## config.mk

```make
export PLATFORM = sky130hd
export DESIGN_NAME = cpu_return_stack
export DESIGN_NICKNAME = d
export VERILOG_FILES = /design/src/rtl/return_stack_pkg.sv /design/src/rtl/cpu_return_stack.sv
export SDC_FILE = /design/constraint.sdc
export NUM_CORES = 1
export LEC_CHECK = 0
export BUFFER_PORTS_ARGS = -buffer_cell sky130_fd_sc_hd__buf_2
export CORE_MARGIN = 5
export CORE_UTILIZATION = 25
export CTS_BUF_LIST = sky130_fd_sc_hd__clkbuf_4 sky130_fd_sc_hd__clkbuf_8 sky130_fd_sc_hd__clkbuf_16
export DETAILED_ROUTE_END_ITERATION = 10
export SYNTH_ARGS = -nofsm -noshare
export SYNTH_HDL_FRONTEND = slang
export SYNTH_SLANG_ARGS = --single-unit
```

## constraint.sdc

```tcl
create_clock -name sys_clk_in -period 4.24 [get_ports sys_clk_in]
set_input_delay 0.212 -clock sys_clk_in [delete_from_list [all_inputs] [get_ports sys_clk_in]]
set_output_delay 0.212 -clock sys_clk_in [all_outputs]
set_load 0.02 [all_outputs]
```

## src/rtl/return_stack_pkg.sv

```systemverilog
`default_nettype none
package return_stack_pkg;
    // ****************************************
    // widths, offsets and reset values
    // ****************************************
    localparam int ADDR_W = 10;
    localparam int PTR_W = 3;
    localparam int FLAGS_W = 5;
    localparam int DEPTH = 5;
    localparam int ROM_W = 16;
    localparam logic [3:0] RF_PTR_OFFSET = 4'h1;
    localparam logic [2:0] PTR_RESET = 3'h5;
    localparam logic [2:0] PTR_EMPTY = 3'h5;
    localparam logic [9:0] RESTART_ADDR = 10'h000;
    localparam int IRQ_NEST = 3;
    localparam logic [1:0] IRQ_CNT_RESET = 2'h0;

    // operation codes from the sequencer
    typedef enum logic [3:0] {
        OP_NONE,
        OP_CALL_DIRECT,
        OP_CALL_INDIRECT,
        OP_TABLE_FIRST,
        OP_TABLE_SECOND,
        OP_IRQ_ENTER,
        OP_SUB_EXIT,
        OP_EXIT_SKIP,
        OP_IRQ_EXIT,
        OP_PUSH_JP,
        OP_POP_JP
    } stack_op_t;

    // status flags saved on interrupt entry
    typedef struct packed {
        logic decimal_mode;
        logic compare_mode_flag;
        logic carry_flag;
        logic zero_flag;
        logic index_enable_flag;
    } status_flags_t;

    // request from the instruction sequencer
    typedef struct packed {
        stack_op_t op;
        logic [ADDR_W-1:0] program_counter;
        logic [ADDR_W-1:0] operand_addr;
        logic [ADDR_W-1:0] jump_pointer;
        logic [ADDR_W-1:0] vector_addr;
    } stack_req_t;
endpackage
`default_nettype wire

```

## src/rtl/cpu_return_stack.sv

```systemverilog
// Operation
// - 3-bit pointer, five 10-bit address entries, 5-bit interrupt flag stack
// - calls, table first cycle, interrupt entry push program counter plus one
// - address-register push stores jump pointer contents instead
// - push decrements pointer first, writes entry at pointer minus one
// - returns and table second cycle load counter from entry, then increment
// - address-register pop copies entry to jump pointer, then increments
// - interrupt entry saves five flags; interrupt exit restores them
// - after saving on interrupt entry, all status bits clear to zero
// - flag stack holds three nestings; a fourth drops the earliest
// - reset loads pointer with five, the empty stack
// - pointer lives at register file location 01H
// - separate interrupt counter moves only on interrupt entry, interrupt exit and overflow reset
// - pointer above five raises internal reset
// - overflow reset restarts program execution at address 0000H
// - register file write to pointer leaves entries untouched
// - direct call loads operand only after saving return address
// - first instruction after exit-and-skip runs as no-operation
// - table second cycle moves program word to table read buffer first
// - interrupt entry loads vector address after saving state
`default_nettype none
module cpu_return_stack (
    input wire logic sys_clk_in, // instruction clock, 100 MHz
    input wire logic resetn_in, // asynchronous reset, active low
    input wire return_stack_pkg::stack_req_t req_in, // sequencer request
    input wire return_stack_pkg::status_flags_t flags_in, // live status word
    input wire logic [15:0] rom_word_in, // program word at program counter
    input wire logic rf_write_in, // register file write strobe
    input wire logic rf_read_in, // register file read strobe
    input wire logic [3:0] rf_addr_in, // register file location
    input wire logic [3:0] rf_wdata_in, // register file write data
    output logic [3:0] rf_rdata_out, // register file read data
    output logic pc_load_out, // load program counter this cycle
    output logic [9:0] pc_value_out, // value for program counter
    output logic jp_load_out, // load jump pointer register
    output logic [9:0] jp_value_out, // value for jump pointer
    output logic flags_load_out, // load status word
    output return_stack_pkg::status_flags_t flags_value_out, // status word value
    output logic [15:0] table_read_buffer_out, // table read buffer
    output logic skip_next_out, // execute next fetch as no-operation
    output logic internal_reset_out, // overflow reset request
    output logic [2:0] return_level_counter_out // current pointer
);
    // ****************************************
    // storage
    // ****************************************
    // the pointer counts down on a push; five means nothing is stacked
    // entry four is filled first, entry zero is the deepest level
    logic [2:0] return_level_counter_reg;
    logic [2:0] return_level_counter_next;
    logic [9:0] addr_stack_reg [return_stack_pkg::DEPTH];
    return_stack_pkg::status_flags_t irq_stack_reg [return_stack_pkg::IRQ_NEST];
    logic [1:0] irq_cnt_reg;
    logic [1:0] irq_cnt_next;

    // ****************************************
    // operation decode
    // ****************************************
    // decode is pure wiring so the clocked blocks stay small
    // exactly one op arrives per cycle, so the classes never overlap
    wire return_stack_pkg::stack_op_t op = req_in.op;
    wire is_call = (op == return_stack_pkg::OP_CALL_DIRECT)
        || (op == return_stack_pkg::OP_CALL_INDIRECT);
    wire is_irq_enter = (op == return_stack_pkg::OP_IRQ_ENTER);
    wire is_irq_exit = (op == return_stack_pkg::OP_IRQ_EXIT);
    wire is_push_ret = is_call || is_irq_enter
        || (op == return_stack_pkg::OP_TABLE_FIRST);
    wire is_push_jp = (op == return_stack_pkg::OP_PUSH_JP);
    wire is_push = is_push_ret || is_push_jp;
    wire is_pop_pc = (op == return_stack_pkg::OP_SUB_EXIT)
        || (op == return_stack_pkg::OP_EXIT_SKIP) || is_irq_exit
        || (op == return_stack_pkg::OP_TABLE_SECOND);
    wire is_pop_jp = (op == return_stack_pkg::OP_POP_JP);
    wire is_pop = is_pop_pc || is_pop_jp;
    wire rf_ptr_hit = (rf_addr_in == return_stack_pkg::RF_PTR_OFFSET);

    // ****************************************
    // pointer arithmetic
    // ****************************************
    // 3-bit wrap, no clipping, so 0 minus one lands on 7
    wire [2:0] ptr_dec = return_level_counter_reg - 3'h1;
    wire [2:0] ptr_inc = return_level_counter_reg + 3'h1;
    wire [9:0] return_addr = req_in.program_counter + 10'h001;
    wire [9:0] push_data = is_push_jp ? req_in.jump_pointer : return_addr;
    // an out-of-range pointer reads zero rather than garbage
    // a push from six or seven writes nothing, as overflow discards it
    wire ptr_valid = (return_level_counter_reg < return_stack_pkg::PTR_EMPTY);
    wire [9:0] top_entry = ptr_valid ? addr_stack_reg[return_level_counter_reg] : 10'h000;
    wire wr_ok = (ptr_dec < return_stack_pkg::PTR_EMPTY);
    // six or seven only come from a wrapped push, a pop at five or a stray file write
    wire overflow = (return_level_counter_reg > return_stack_pkg::PTR_EMPTY);

    // next pointer: operations win over register file writes
    // a file write in the same cycle as a stack op is dropped, not merged
    always_comb
    begin
        return_level_counter_next = return_level_counter_reg;
        if (is_push)
        begin
            return_level_counter_next = ptr_dec;
        end
        else if (is_pop)
        begin
            return_level_counter_next = ptr_inc;
        end
        else if (rf_write_in && rf_ptr_hit)
        begin
            return_level_counter_next = rf_wdata_in[2:0];
        end
    end

    // interrupt nesting counter, deaf to calls and table reads
    // counts 0, 2, 1, 0 on entries, which doubles as the slot index;
    // an exit walks the same ring backwards
    always_comb
    begin
        irq_cnt_next = irq_cnt_reg;
        if (is_irq_enter)
        begin
            irq_cnt_next = (irq_cnt_reg == 2'h0) ? 2'h2 : irq_cnt_reg - 2'h1;
        end
        else if (is_irq_exit)
        begin
            irq_cnt_next = (irq_cnt_reg == 2'h2) ? 2'h0 : irq_cnt_reg + 2'h1;
        end
    end

    // ****************************************
    // pointer and counter registers
    // ****************************************
    // overflow forces the empty value at once; entries keep their contents
    always_ff @(posedge sys_clk_in or negedge resetn_in)
    begin
        if (!resetn_in)
        begin
            return_level_counter_reg <= return_stack_pkg::PTR_RESET;
        end
        else if (overflow)
        begin
            return_level_counter_reg <= return_stack_pkg::PTR_RESET;
        end
        else
        begin
            return_level_counter_reg <= return_level_counter_next;
        end
    end

    // nesting counter restarts with the pointer after an overflow
    always_ff @(posedge sys_clk_in or negedge resetn_in)
    begin
        if (!resetn_in)
        begin
            irq_cnt_reg <= return_stack_pkg::IRQ_CNT_RESET;
        end
        else if (overflow)
        begin
            irq_cnt_reg <= return_stack_pkg::IRQ_CNT_RESET;
        end
        else
        begin
            irq_cnt_reg <= irq_cnt_next;
        end
    end

    // ****************************************
    // address stack entries
    // ****************************************
    // entries are not reset; the pointer alone says what is live
    // leaving them unreset saves a clear path on fifty flops
    for (genvar i = 0; i < return_stack_pkg::DEPTH; i++)
    begin : g_entry
        always_ff @(posedge sys_clk_in)
        begin
            if (is_push && wr_ok && (ptr_dec == 3'(i)))
            begin
                addr_stack_reg[i] <= push_data;
            end
        end
    end

    // ****************************************
    // interrupt flag stack
    // ****************************************
    // circular slots: a fourth entry overwrites the oldest
    // only three slots, so deep nesting trades old flags for area
    for (genvar j = 0; j < return_stack_pkg::IRQ_NEST; j++)
    begin : g_flags
        always_ff @(posedge sys_clk_in or negedge resetn_in)
        begin
            if (!resetn_in)
            begin
                irq_stack_reg[j] <= '0;
            end
            else if (is_irq_enter && (irq_cnt_next == 2'(j)))
            begin
                irq_stack_reg[j] <= flags_in;
            end
        end
    end

    // ****************************************
    // outputs toward the sequencer
    // ****************************************
    // selection of the values shown to the sequencer
    // an overflow overrides the counter load and value and sends the restart address
    wire table_second = (op == return_stack_pkg::OP_TABLE_SECOND);
    wire [9:0] pc_sel = overflow ? return_stack_pkg::RESTART_ADDR
        : is_pop_pc ? top_entry
        : (op == return_stack_pkg::OP_CALL_DIRECT) ? req_in.operand_addr
        : (op == return_stack_pkg::OP_CALL_INDIRECT) ? req_in.jump_pointer
        : (op == return_stack_pkg::OP_TABLE_FIRST) ? req_in.jump_pointer
        : req_in.vector_addr;
    wire pc_load_sel = overflow || is_pop_pc || is_push_ret;
    wire [3:0] rf_rdata_sel = (rf_read_in && rf_ptr_hit)
        ? {1'b0, return_level_counter_reg} : 4'h0;

    // next values of the pulses; an overflow cycle carries only the restart
    wire jp_load_sel = is_pop_jp && !overflow;
    wire flags_load_sel = (is_irq_exit || is_irq_enter) && !overflow;
    wire skip_sel = (op == return_stack_pkg::OP_EXIT_SKIP) && !overflow;
    // restore on exit, clear after save on entry
    wire return_stack_pkg::status_flags_t flags_sel = is_irq_exit
        ? irq_stack_reg[irq_cnt_reg] : '0;
    // the mirror must follow the forced empty value, not the request
    wire [2:0] level_mirror_sel = overflow ? return_stack_pkg::PTR_RESET
        : return_level_counter_next;

    // ****************************************
    // registered outputs, one cycle after the request
    // ****************************************
    // program counter load and value
    always_ff @(posedge sys_clk_in or negedge resetn_in)
    begin
        if (!resetn_in)
        begin
            pc_load_out <= 1'b0;
            pc_value_out <= return_stack_pkg::RESTART_ADDR;
        end
        else
        begin
            pc_load_out <= pc_load_sel;
            pc_value_out <= pc_sel;
        end
    end

    // jump pointer load and value
    always_ff @(posedge sys_clk_in or negedge resetn_in)
    begin
        if (!resetn_in)
        begin
            jp_load_out <= 1'b0;
            jp_value_out <= 10'h000;
        end
        else
        begin
            jp_load_out <= jp_load_sel;
            jp_value_out <= top_entry;
        end
    end

    // status word restore or clear
    always_ff @(posedge sys_clk_in or negedge resetn_in)
    begin
        if (!resetn_in)
        begin
            flags_load_out <= 1'b0;
            flags_value_out <= '0;
        end
        else
        begin
            flags_load_out <= flags_load_sel;
            flags_value_out <= flags_sel;
        end
    end

    // table read buffer holds until the next second cycle
    always_ff @(posedge sys_clk_in or negedge resetn_in)
    begin
        if (!resetn_in)
        begin
            table_read_buffer_out <= 16'h0000;
        end
        else if (table_second)
        begin
            table_read_buffer_out <= rom_word_in;
        end
    end

    // skip pulse after exit-and-skip
    always_ff @(posedge sys_clk_in or negedge resetn_in)
    begin
        if (!resetn_in)
        begin
            skip_next_out <= 1'b0;
        end
        else
        begin
            skip_next_out <= skip_sel;
        end
    end

    // overflow reset pulse, one cycle
    always_ff @(posedge sys_clk_in or negedge resetn_in)
    begin
        if (!resetn_in)
        begin
            internal_reset_out <= 1'b0;
        end
        else
        begin
            internal_reset_out <= overflow;
        end
    end

    // register file read data
    always_ff @(posedge sys_clk_in or negedge resetn_in)
    begin
        if (!resetn_in)
        begin
            rf_rdata_out <= 4'h0;
        end
        else
        begin
            rf_rdata_out <= rf_rdata_sel;
        end
    end

    // pointer mirror, equal to the pointer register after each edge
    always_ff @(posedge sys_clk_in or negedge resetn_in)
    begin
        if (!resetn_in)
        begin
            return_level_counter_out <= return_stack_pkg::PTR_RESET;
        end
        else
        begin
            return_level_counter_out <= level_mirror_sel;
        end
    end
endmodule
`default_nettype wire

```

# Word-level counts from Yosys, hierarchy flattened
# Memories as Yosys holds them, arrays and structs flattened.
# Index checks and enable logic that the tools add are counted.
# word_totals
ram_bits,50
input_bits,77
n_memories,1
wordCells,137
output_inout_bits,53
regBits,69
# memory_table
memory,words,word_bits,rd,rd_ports_with_merged_regs,wr,line,text
addr_stack_reg,5,10,1,0,1,cpu_return_stack.sv:51,logic [9:0] addr_stack_reg [return_stack_pkg::DEPTH];
# classes
bitwise,1
n_lt_le_gt_ge,4
n_reduce_logical,34
n_mux,43
addsub,5
n_eq_ne,18
# ops
cell,count
2-to-1 mux 10 bit,11
OR reduction 10 bit,4
2-to-1 mux 3 bit,9
"== test 4 x 3 -> 1 bit, second input constant",4
2-to-1 mux 5 bit,3
logical AND 1 bit,14
2-to-1 mux 1 bit,14
"== test 4 bit, second input constant",3
logical OR 1 bit,11
"adder 10 x 1 -> 10 bit, second input constant",1
binary-select mux 5 bit (select 2 bit),1
2-to-1 mux 2 bit,5
"== test 4 x 1 -> 1 bit, second input constant",2
"== test 4 x 2 -> 1 bit, second input constant",2
"== test 3 x 2 -> 1 bit, second input constant",2
"less-than comparator 3 bit, second input constant",2
"== test 2 bit, second input constant",2
logical NOT 2 bit,2
nonzero test 4 bit,1
"adder 3 x 1 -> 3 bit, second input constant",1
"== test 3 x 1 -> 1 bit, second input constant",1
"== test 3 bit, second input constant",1
"greater-or-equal comparator 3 bit, second input constant",1
"greater-than comparator 3 bit, second input constant",1
7 further kinds,7

# Logic depth before layout (Yosys ltp)
# Gate-level depths: netlist of run 1.
# depth
ltp_word,14
depth_mapped,9
mapped_depth_nobuf,7

# Least setup slack after synthesis of run 1
# Ideal clock, no wire load.
# synth_path
path_type,reg-to-reg
startpoint,"reg, netlist name return_level_counter_out[0]"
endpoint,mem addr_stack_reg[4][0] (enable)
t_required_ps,3864
path_slack_ps,1737
synth_period_minus_slack_ps,2503
path_stages_with_launch,8
path_buffers,2
arrival_ps,2126
setup_time_ps,376
path_cell_list,dfstp_2 > buf_2 > buf_2 > inv_1 > ha_1 > xor2_1 > nand4_1 > nor2_1
# synth_rtl
element,line
"end, declared",cpu_return_stack.sv:51

==> flow_metrics.tcl, run 1 <==
set metrics [dict create \
    fillers 2135 \
    critPathBufInv 1 \
    fmax_mhz 429 \
    ys_async_sr_fraction_pct 58.0 \
    fin_crit_ns 2.33 \
    synth_flop_cell "dfrtp_1" \
    skew_ns 0.0113 \
    post_cts_buffers 0 \
    holdPathStages 2 \
    synth_common_cells "67 x dfrtp_1, 50 x edfxtp_1, 46 x nor2_1, 32 x a21oi_1, 32 x mux2_1" \
    synth-seq-cells 119 \
    antennaDiodeCount 0 \
    seq_area_frac_synth_pct 59.8 \
    fp.dieArea_um2 24700 \
    final_area_um2 7010 \
    gp_congestion 0.811 \
    core_um2 21200 \
    start_util_pct 25.6 \
    ys_top_cells_by_area "dfrtp_1 31%, edfxtp_1 28%, mux2_1 6.7%, mux2i_1 4.8%, nor2_1 3.2%" \
    drv_slew 0 \
    port_buffers 127 \
    crit_path_start_kind "flop" \
    htreeDepth 4 \
    period_share_pct 55.0 \
    arrival_ns 2.65 \
    slowest_stage "dfstp_2" \
    critPathKind "reg -> reg" \
    drc 0 \
    drive_above_1_share_pct 31.1 \
    clock_sinks 119 \
    post-synth-top-area-cell "dfrtp_1" \
    final_nets 669 \
    cp_top_family "simple AND/OR/NAND/NOR gates" \
    maxCapViolations 0 \
    grt_pass1_vias 3933 \
    required_ns 4.56 \
    synth_fp_nets 533 \
    cts.clk_slew.worst_paths_ns 0.06 \
    synth_most_common_cell "dfrtp_1" \
    largest_reg_flops 50 \
    antenna_left 0 \
    clock_latency_ns 0.42 \
    io_pins 130 \
    syn_avg_cell_area_um2 12.1 \
    totalWireLength_mm 13.5 \
    cts_root_buf "clkbuf_16" \
    status "complete, no violations" \
    yosys_warnings 0 \
    drtIter0Drc 232 \
    grt_pass1_wl_mm 21.0 \
    crit_path_max_fanout 29 \
    grt_overflow_total 0 \
    cts_made_buffers 17 \
    antenna_found_initial 0 \
    ys_types 47 \
    clock_path_buffers 2 \
    syn_to_final_growth_pct 29.7 \
    die_x_um 157 \
    row_count 53 \
    worstHoldPathType "in -> reg" \
    ir_drop_uv 232 \
    final_core_util_pct 33.1 \
    synth_top_area_share_pct 31.0 \
    pre_cts_ws_ns 1.70 \
    grt_max_degree 70 \
    crit_path_end_kind "flop" \
    post-dp-hpwl_mm 9.33 \
    setup_slack_ns 1.91 \
    hold_viol 0 \
    synth_edf_count 50 \
    post_cts_resized 0 \
    die_height_um 157 \
    dr.pass1.iters 5 \
    synth_area_um2 5410 \
    slowest_delay_ns 0.53 \
    num_vias 3882 \
    critical_path_depth 5 \
    rsz0062_at_grt "no" \
    finalSetupViolations 0 \
    wl_per_cell_um 15.5 \
    tns_ns 0 \
    tightest_slew_ns 1.16 \
    cts_tree "yes" \
    power_leakage_nw 3.09 \
    ctsHoldBuffers 7 \
    viasPerCell 4.46 \
    dpl_cell_area_um2 6320 \
    grt_use_total_pct 11.1 \
    slew_headroom_pct 22.2 \
    path_cells "buf_4, ha_1, or3_1, nand3_1, o22ai_1" \
    rr_worst_depth 5 \
    synth_cells 446 \
    p_per_area_nw_per_um2 629 \
]
-- cells by family after synthesis --
logic type / Yosys count / synth area share (%)
AO/OA/AOI/OAI: 80 / 8.70
adder cells (fa/ha/maj): 10 / 2.31
buffers and inverters: 42 / 3.40
other: 1 / 0.0694
multiplexers: 69 / 13.8
XOR/XNOR: 11 / 1.78
AND/OR/NAND/NOR: 114 / 10.2
flip-flops: 119 / 59.8
-- placed cells by master (no fill, tap or decap), drive strengths merged, types with 3 or more instances in the layout --
master	instances
xor2	5
and2	4
mux2i	26
edfxtp	50
buf	132
bufinv	3
ha	10
nand2	28
clkinvlp	3
nor2	46
and3	4
o22ai	10
clkinv	4
nor3	6
inv	25
a31oi	3
dlygate4sd3	7
a21oi	32
nand3	8
nor4	3
o21a	10
mux2	43
clkbuf	17
dfrtp	67
nand2b	3
o21ai	15
xnor2	6
-- layout make-up --
| class | count | area [um^2] | area share, % |
|---|---|---|---|
| tap | 275 | 344 | 4.91 |
| clock buffer | 17 | 425 | 6.07 |
| sequential | 119 | 3230 | 46.1 |
| clock inverter | 15 | 193 | 2.75 |
| multi-input combinational | 285 | 2000 | 28.5 |
| timing repair buffer | 139 | 746 | 10.6 |
| inverter | 20 | 75.1 | 1.07 |
-- final timing paths --
check                      slack (ns)                        start                   endpoint
min                              0.02               rom_word_in[4]   table_read_buffer_out[4]
min in group asynchronous        0.47                    resetn_in         flags_value_out[3]
max in group asynchronous        3.15                    resetn_in            pc_value_out[6]
min reg2reg                      0.48    table_read_buffer_out[13]  table_read_buffer_out[13]
max reg2reg                      1.91  return_level_counter_out[0]            pc_value_out[3]
max                              1.91  return_level_counter_out[0]            pc_value_out[3]
-- per-stage QoR --
step | total power [mW] | hold slack [ns] | cells
global placement | 2.93 | 0.403 | 831
CTS | 4.47 | 0.000123 | 870
global route | 4.67 | 0.00465 | 870
detailed placement | 2.95 | 0.414 | 831
finish | 4.41 | 0.0161 | 870
floorplan | 2.51 | -0.0836 | 446
-- metal layers --
layer	up-vias	wire (um)	GRT usage (%)
li1	1872	-	-
met1	1871	6290	14.8
met2	130	6240	17.5
met3	9	872	3.55
met4	0	118	3.03
met5	-	0	0
-- power by group --
group	total (mW)	internal [mW]	switching (mW)
Sequential	1.62	1.48	0.135
Clock	1.50	0.938	0.561
Combinational	1.30	0.492	0.806
Total	4.41	2.91	1.50
Note: power is estimated with default switching activity, not from simulation.
==> run 2: changes to the inputs <==
Settings changed: ABC_AREA set to 1.
Clock period 4.24 ns to 2.4 ns, I/O delays scaled along.
==> run 2 against run 1 <==
  * Clock-buffer cell count is the same
  * Area after synthesis shrank 0.12%
  * Clock skew shrank 0.0040 ns
  * Sequential power grew 75%
  * Synthesized cell count grew 20%
  * Global-route usage grew 0.52 points
  * Die area shrank 0.11%
  * Via count grew 11%
  * Utilization grew 1.6 points
  * Critical endpoint is now addr_stack_reg[1][7]
  * Largest cell class unchanged
  * Largest power group unchanged
==> flow_metrics.tcl, run 2 <==
set metrics [dict create \
    antennaDiodeCount 0 \
    drc 0 \
    ys_types 38 \
    io_pins 130 \
    cts_tree "yes" \
    fmax_mhz 476 \
    largest_reg_flops 50 \
    synth_fp_nets 623 \
    tightest_slew_ns 0.796 \
    antenna_left 0 \
    final_cell_mix "127 x buf_2, 95 x nand2_1, 73 x nor2_1, 67 x dfrtp_1, 50 x edfxtp_1" \
    setup_slack_ns 0.298 \
    arrival_ns 2.14 \
    cp_top_family "simple AND/OR/NAND/NOR gates" \
    ys_async_sr_fraction_pct 58.0 \
    cts.clk_slew.worst_paths_ns 0.06 \
    crit_path_start_kind "flop" \
    critPathKind "reg -> reg" \
    skew_ns 0.00733 \
    grt_pass1_wl_mm 22.3 \
    synth_area_um2 5400 \
    cts_root_buf "clkbuf_16" \
    gp_congestion 0.767 \
    multi_input_area_um2 1900 \
    crit_path_end_kind "flop" \
    p_per_area_nw_per_um2 1090 \
    grt_overflow_total 0 \
    viasPerCell 4.27 \
    grt_use_total_pct 11.6 \
    drtIter0Drc 182 \
    synth_top_area_share_pct 31.0 \
    htreeDepth 4 \
    slew_headroom_pct 46.4 \
    layout_commonest_cell "buf_2" \
    core_um2 21200 \
    power_leakage_nw 3.49 \
    clock_path_buffers 2 \
    period_share_pct 87.6 \
    path_cells "inv_1, ha_1, inv_1, o21ai_0, nand2_1, nor2_2" \
    die_x_um 157 \
    hold_viol 0 \
    regArea_um2 3230 \
    crit_path_max_fanout 10 \
    num_vias 4293 \
    drv_slew 0 \
    syn_avg_cell_area_um2 10.1 \
    port_buffers 127 \
    row_count 53 \
    grt_max_degree 70 \
    totalWireLength_mm 14.4 \
    maxCapViolations 0 \
    fillers 2085 \
    synth_cells 536 \
    hold_ws_ns 0.0445 \
    worstHoldPathType "in -> reg" \
    post-synth-top-area-cell "dfrtp_1" \
    synth_most_common_cell "nand2_1" \
    crit_top_cell "inv_1" \
    synth-seq-cells 119 \
    fin_crit_ns 2.10 \
    required_ns 2.44 \
    cts_made_buffers 17 \
    critPathBufInv 2 \
    rr_worst_depth 6 \
    ys_top_cells_by_area "dfrtp_1 31%, edfxtp_1 28%, nand2_1 6.6%, nor2_1 5.3%, o21ai_0 4.0%" \
    final_core_util_pct 34.8 \
    critical_path_depth 6 \
    slowest_delay_ns 0.53 \
    start_util_pct 25.5 \
    die_height_um 157 \
    syn_to_final_growth_pct 36.2 \
    post-dp-hpwl_mm 10.4 \
    slowest_stage "nor2_2" \
    synth_flop_cell "dfrtp_1" \
    ir_drop_uv 578 \
    rsz0062_at_grt "no" \
    dr.pass1.iters 4 \
    clock_sinks 119 \
    synth_common_cells "95 x nand2_1, 76 x nor2_1, 67 x dfrtp_1, 50 x edfxtp_1, 46 x inv_1" \
    wl_per_cell_um 14.4 \
    p_total_mw 8.05 \
    holdPathStages 3 \
    tns_ns 0 \
    seq_area_frac_synth_pct 59.8 \
    drive_above_1_share_pct 29.8 \
    pre_cts_ws_ns -0.00335 \
    status "complete, no violations" \
    clock_latency_ns 0.41 \
    antenna_found_initial 0 \
    final_nets 805 \
    synth_edf_count 50 \
    finalSetupViolations 0 \
    post_cts_buffers 0 \
    yosys_warnings 0 \
    fp.dieArea_um2 24600 \
    grt_pass1_vias 4198 \
]
## run 2: cell count changes in the layout (fill, tap and decap cells not counted), moves of 23 or more
cell,before,now
o211ai_1,0,24
dlygate4sd3_1,7,30
mux2i_1,26,1
nor2_1,46,73
inv_1,18,46
nand2_1,28,95
o21ai_0,10,43
## run 2: layout make-up
cell class              count  area share [%]
clock inverters            15            1.96
inverters                  50            2.55
repair buffers            180            15.2
well taps                 275            4.68
flip-flops and latches    119            43.9
clock buffers              17            5.78
multi-input cells         350            25.9
## run 2: metal layers
metal | routed length (um) | global-route usage, %
met5 | 0 | 0
met4 | 172 | 3.51
met3 | 956 | 3.46
met2 | 7130 | 19.5
met1 | 6190 | 14.5
## run 2: report_power, final
part | internal, mW | switching (mW)
clock | 1.45 | 0.983
sequential | 2.64 | 0.198
combinational | 0.962 | 1.82
total | 5.05 | 3.00
## run 2: worst paths after layout
check,from,endpoint,slack [ns]
worst max register to register,return_level_counter_out[0],addr_stack_reg[1][7],0.30
worst min register to register,irq_stack_reg[3],irq_stack_reg[3],0.47
max in group asynchronous,resetn_in,return_level_counter_out[2],1.82
worst min-delay path,req_in[21],pc_value_out[1],0.04
min in group asynchronous,resetn_in,irq_stack_reg[4],0.26
worst max-delay path,return_level_counter_out[0],addr_stack_reg[1][7],0.30
## run 2: logic make-up (layout without fill, tap and decap cells)
logic type                 count (synthesis)  count (layout)  synth area share (%)
adders and majority gates                 10              10                  2.32
other                                      1               1                0.0694
xor gates and xnor gates                   4               4                 0.649
DFF                                      119             119                  59.8
AOI/OAI and AO/OA                         98              98                  10.6
and+or+nand+nor                          220             220                  17.7
buffers and inverters                     67             262                  5.35
muxes                                     17              17                  3.52
## run 2: worst min-delay path: cells and delay by family
| family | cells | cell delay, ns |
|---|---|---|
| AO/OA/AOI/OAI | 2 | 0.20 |
| buffers and inverters | 1 | 0.08 |
## run 2: repair_timing
action,CTS,global route
hold buffers,30,0
cloned,0,0
resized for setup,1,2
hold endpoints to repair,99,0
setup endpoints to repair,10,20
## run 2: through the flow
| stage | cells | instance area, um^2 |
|---|---|---|
| global route | 1006 | 7360 |
| CTS | 1006 | 7350 |
| finish | 1006 | 7360 |
| detailed placement | 944 | 6480 |
| floorplan | 536 | 5420 |
| global placement | 944 | 6480 |
==> run 3: changes to the inputs <==
Settings changed: CELL_PAD_IN_SITES_DETAIL_PLACEMENT set to 1, CELL_PAD_IN_SITES_GLOBAL_PLACEMENT set to 1, PLACE_DENSITY_LB_ADDON set to 0.1.
==> run 3 against run 2 <==
  * Total power is 5.0% higher
  * Hold slack lost 0.024 ns
  * Setup slack worse by 0.25 ns
  * Final cell count decreased by 0.40%
  * Clock power increased by 14%
  * Maximum frequency fell by 11%
  * Combinational power is 2% higher
  * Non-clock buffer count is 4 lower
  * Critical path type unchanged
  * Critical endpoint is now addr_stack_reg[0][8]
  * Largest cell class unchanged
  * Largest power group unchanged
==> flow_metrics.tcl, run 3 (synthesized netlist as in run 2, its figures left out) <==
set metrics [dict create \
    drtIter0Drc 213 \
    htreeDepth 4 \
    maxCapViolations 0 \
    period_share_pct 98.1 \
    clock_sinks 119 \
    seq_power_share_pct 33.9 \
    p_per_area_nw_per_um2 1140 \
    rsz0062_at_grt "yes" \
    fmax_mhz 425 \
    wl_per_cell_um 16.2 \
    p_comb_share_pct 33.5 \
    swShare_pct 36.2 \
    grt_use_total_pct 13.5 \
    grt_max_degree 31 \
    totalWireLength_mm 16.3 \
    required_ns 2.44 \
    num_vias 4345 \
    intPower_mw 5.39 \
    final_cell_mix "127 x buf_2, 95 x nand2_1, 74 x nor2_1, 67 x dfrtp_1, 50 x edfxtp_1" \
    row_count 53 \
    post-dp-hpwl_mm 12.4 \
    core_um2 21200 \
    viasPerCell 4.34 \
    drc 0 \
    antennaDiodeCount 0 \
    cts_tree "yes" \
    cts_root_buf "clkbuf_16" \
    syn_to_final_growth_pct 37.0 \
    grt_pass1_vias 4805 \
    skew_ns 0.00610 \
    status "complete, no violations" \
    post_cts_buffers 0 \
    die_x_um 157 \
    layout_commonest_cell "buf_2" \
    clock_path_buffers 2 \
    io_pins 130 \
    power_leakage_nw 3.49 \
    grt_overflow_total 0 \
    fp.dieArea_um2 24600 \
    critPathBufInv 2 \
    crit_path_start_kind "flop" \
    port_buffers 127 \
    cts.clk_slew.worst_paths_ns 0.05 \
    finalSetupViolations 0 \
    final_nets 801 \
    final_core_util_pct 35.0 \
    dpl_cell_area_um2 6440 \
    gp_congestion 0.766 \
    grt_pass1_wl_mm 25.5 \
    critPathKind "reg -> reg" \
    slew_headroom_pct 44.7 \
    final_area_um2 7400 \
    crit_path_end_kind "flop" \
    dr.pass1.iters 4 \
    path_cells "inv_1, ha_1, inv_1, o21ai_0, nand2_1, nor3_2" \
    die_height_um 157 \
    slowest_stage "nor3_2" \
    crit_top_cell "inv_1" \
    drive_above_1_share_pct 28.7 \
    hold_viol 0 \
    ir_drop_uv 412 \
    antenna_left 0 \
    clock_power_share_pct 32.6 \
    worstHoldPathType "in -> reg" \
    drv_slew 0 \
    fin_crit_ns 2.35 \
    start_util_pct 25.5 \
    slowest_delay_ns 0.66 \
    antenna_found_initial 0 \
    clock_latency_ns 0.42 \
    cts_made_buffers 17 \
    largest_reg_flops 50 \
    cp_top_family "simple AND/OR/NAND/NOR gates" \
    power_switching_mw 3.06 \
    tightest_slew_ns 0.825 \
    arrival_ns 2.40 \
    crit_path_max_fanout 10 \
]
run 3: cell types whose count changed in the layout (fill, tap and decap cells not counted), sizes merged:
cell,delta
buf,-5
inv,-7
dlygate4sd3,+1
bufinv,+4
clkbuf,+1
clkinvlp,+2
run 3: per-stage QoR:
| stage | setup TNS, ns | std cells | worst slack [ns] | hold slack, ns | power, mW |
|---|---|---|---|---|---|
| after floorplan | -0.477 | 536 | -0.0159 | -0.176 | 4.64 |
| after global placement | 0 | 939 | 0.0935 | 0.0749 | 5.70 |
| after detailed placement | 0 | 939 | 0.0194 | 0.0755 | 5.77 |
| after CTS | 0 | 1002 | 0.00509 | 0.00331 | 8.61 |
| after global routing | -3.34 | 1002 | -0.177 | 0.0247 | 9.02 |
| final | 0 | 1002 | 0.0463 | 0.0203 | 8.45 |
run 3: cell type report:
cell class	count	area (um^2)
Clock buffer	18	433
Fill cell	2416	13800
Sequential cell	119	3230
Tap cell	275	344
Multi-Input combinational cell	350	1900
Inverter	50	188
Timing Repair Buffer	176	1090
Clock inverter	14	206
run 3: final timing paths:
kind / start / end / slack [ns] / depth (start not counted)
min in group asynchronous: resetn_in / flags_value_out[0] / 0.17 / 2
max in group asynchronous: resetn_in / return_level_counter_out[0] / 1.51 / 3
max: return_level_counter_out[0] / addr_stack_reg[0][8] / 0.05 / 6
min: rf_wdata_in[0] / return_level_counter_out[0] / 0.02 / 3
max reg2reg: return_level_counter_out[0] / addr_stack_reg[0][8] / 0.05 / 6
min reg2reg: irq_stack_reg[1] / irq_stack_reg[1] / 0.47 / 2
run 3: tightest hold or removal path: cells and delay by family:
kind | cells | cell delay [ns]
AOI/OAI and AO/OA | 2 | 0.20
buffers and inverters | 1 | 0.08
run 3: repair_timing:
item / CTS / global route
hold buffers: 31 / 0
gates resized for setup: 0 / 2
hold endpoints to repair: 83 / 0
endpoints found under the setup margin: 0 / 40
run 3: power groups by stage:
stage,combinational (mW),clock [mW],sequential (mW)
global route,3.19,2.91,2.92
detailed placement,2.86,0,2.91
CTS,2.91,2.83,2.88
floorplan,1.43,0,3.21
finish,2.83,2.76,2.87
global placement,2.80,0,2.90
run 3: routing by layer:
| metal | track usage [%] | share of wire, % | routed length, um |
|---|---|---|---|
| met1 | 17.1 | 45 | 7290 |
| met2 | 22.5 | 48 | 7770 |
| met3 | 3.88 | 5.7 | 927 |
| met4 | 4.34 | 1.6 | 262 |
| met5 | 0 | 0 | 0 |
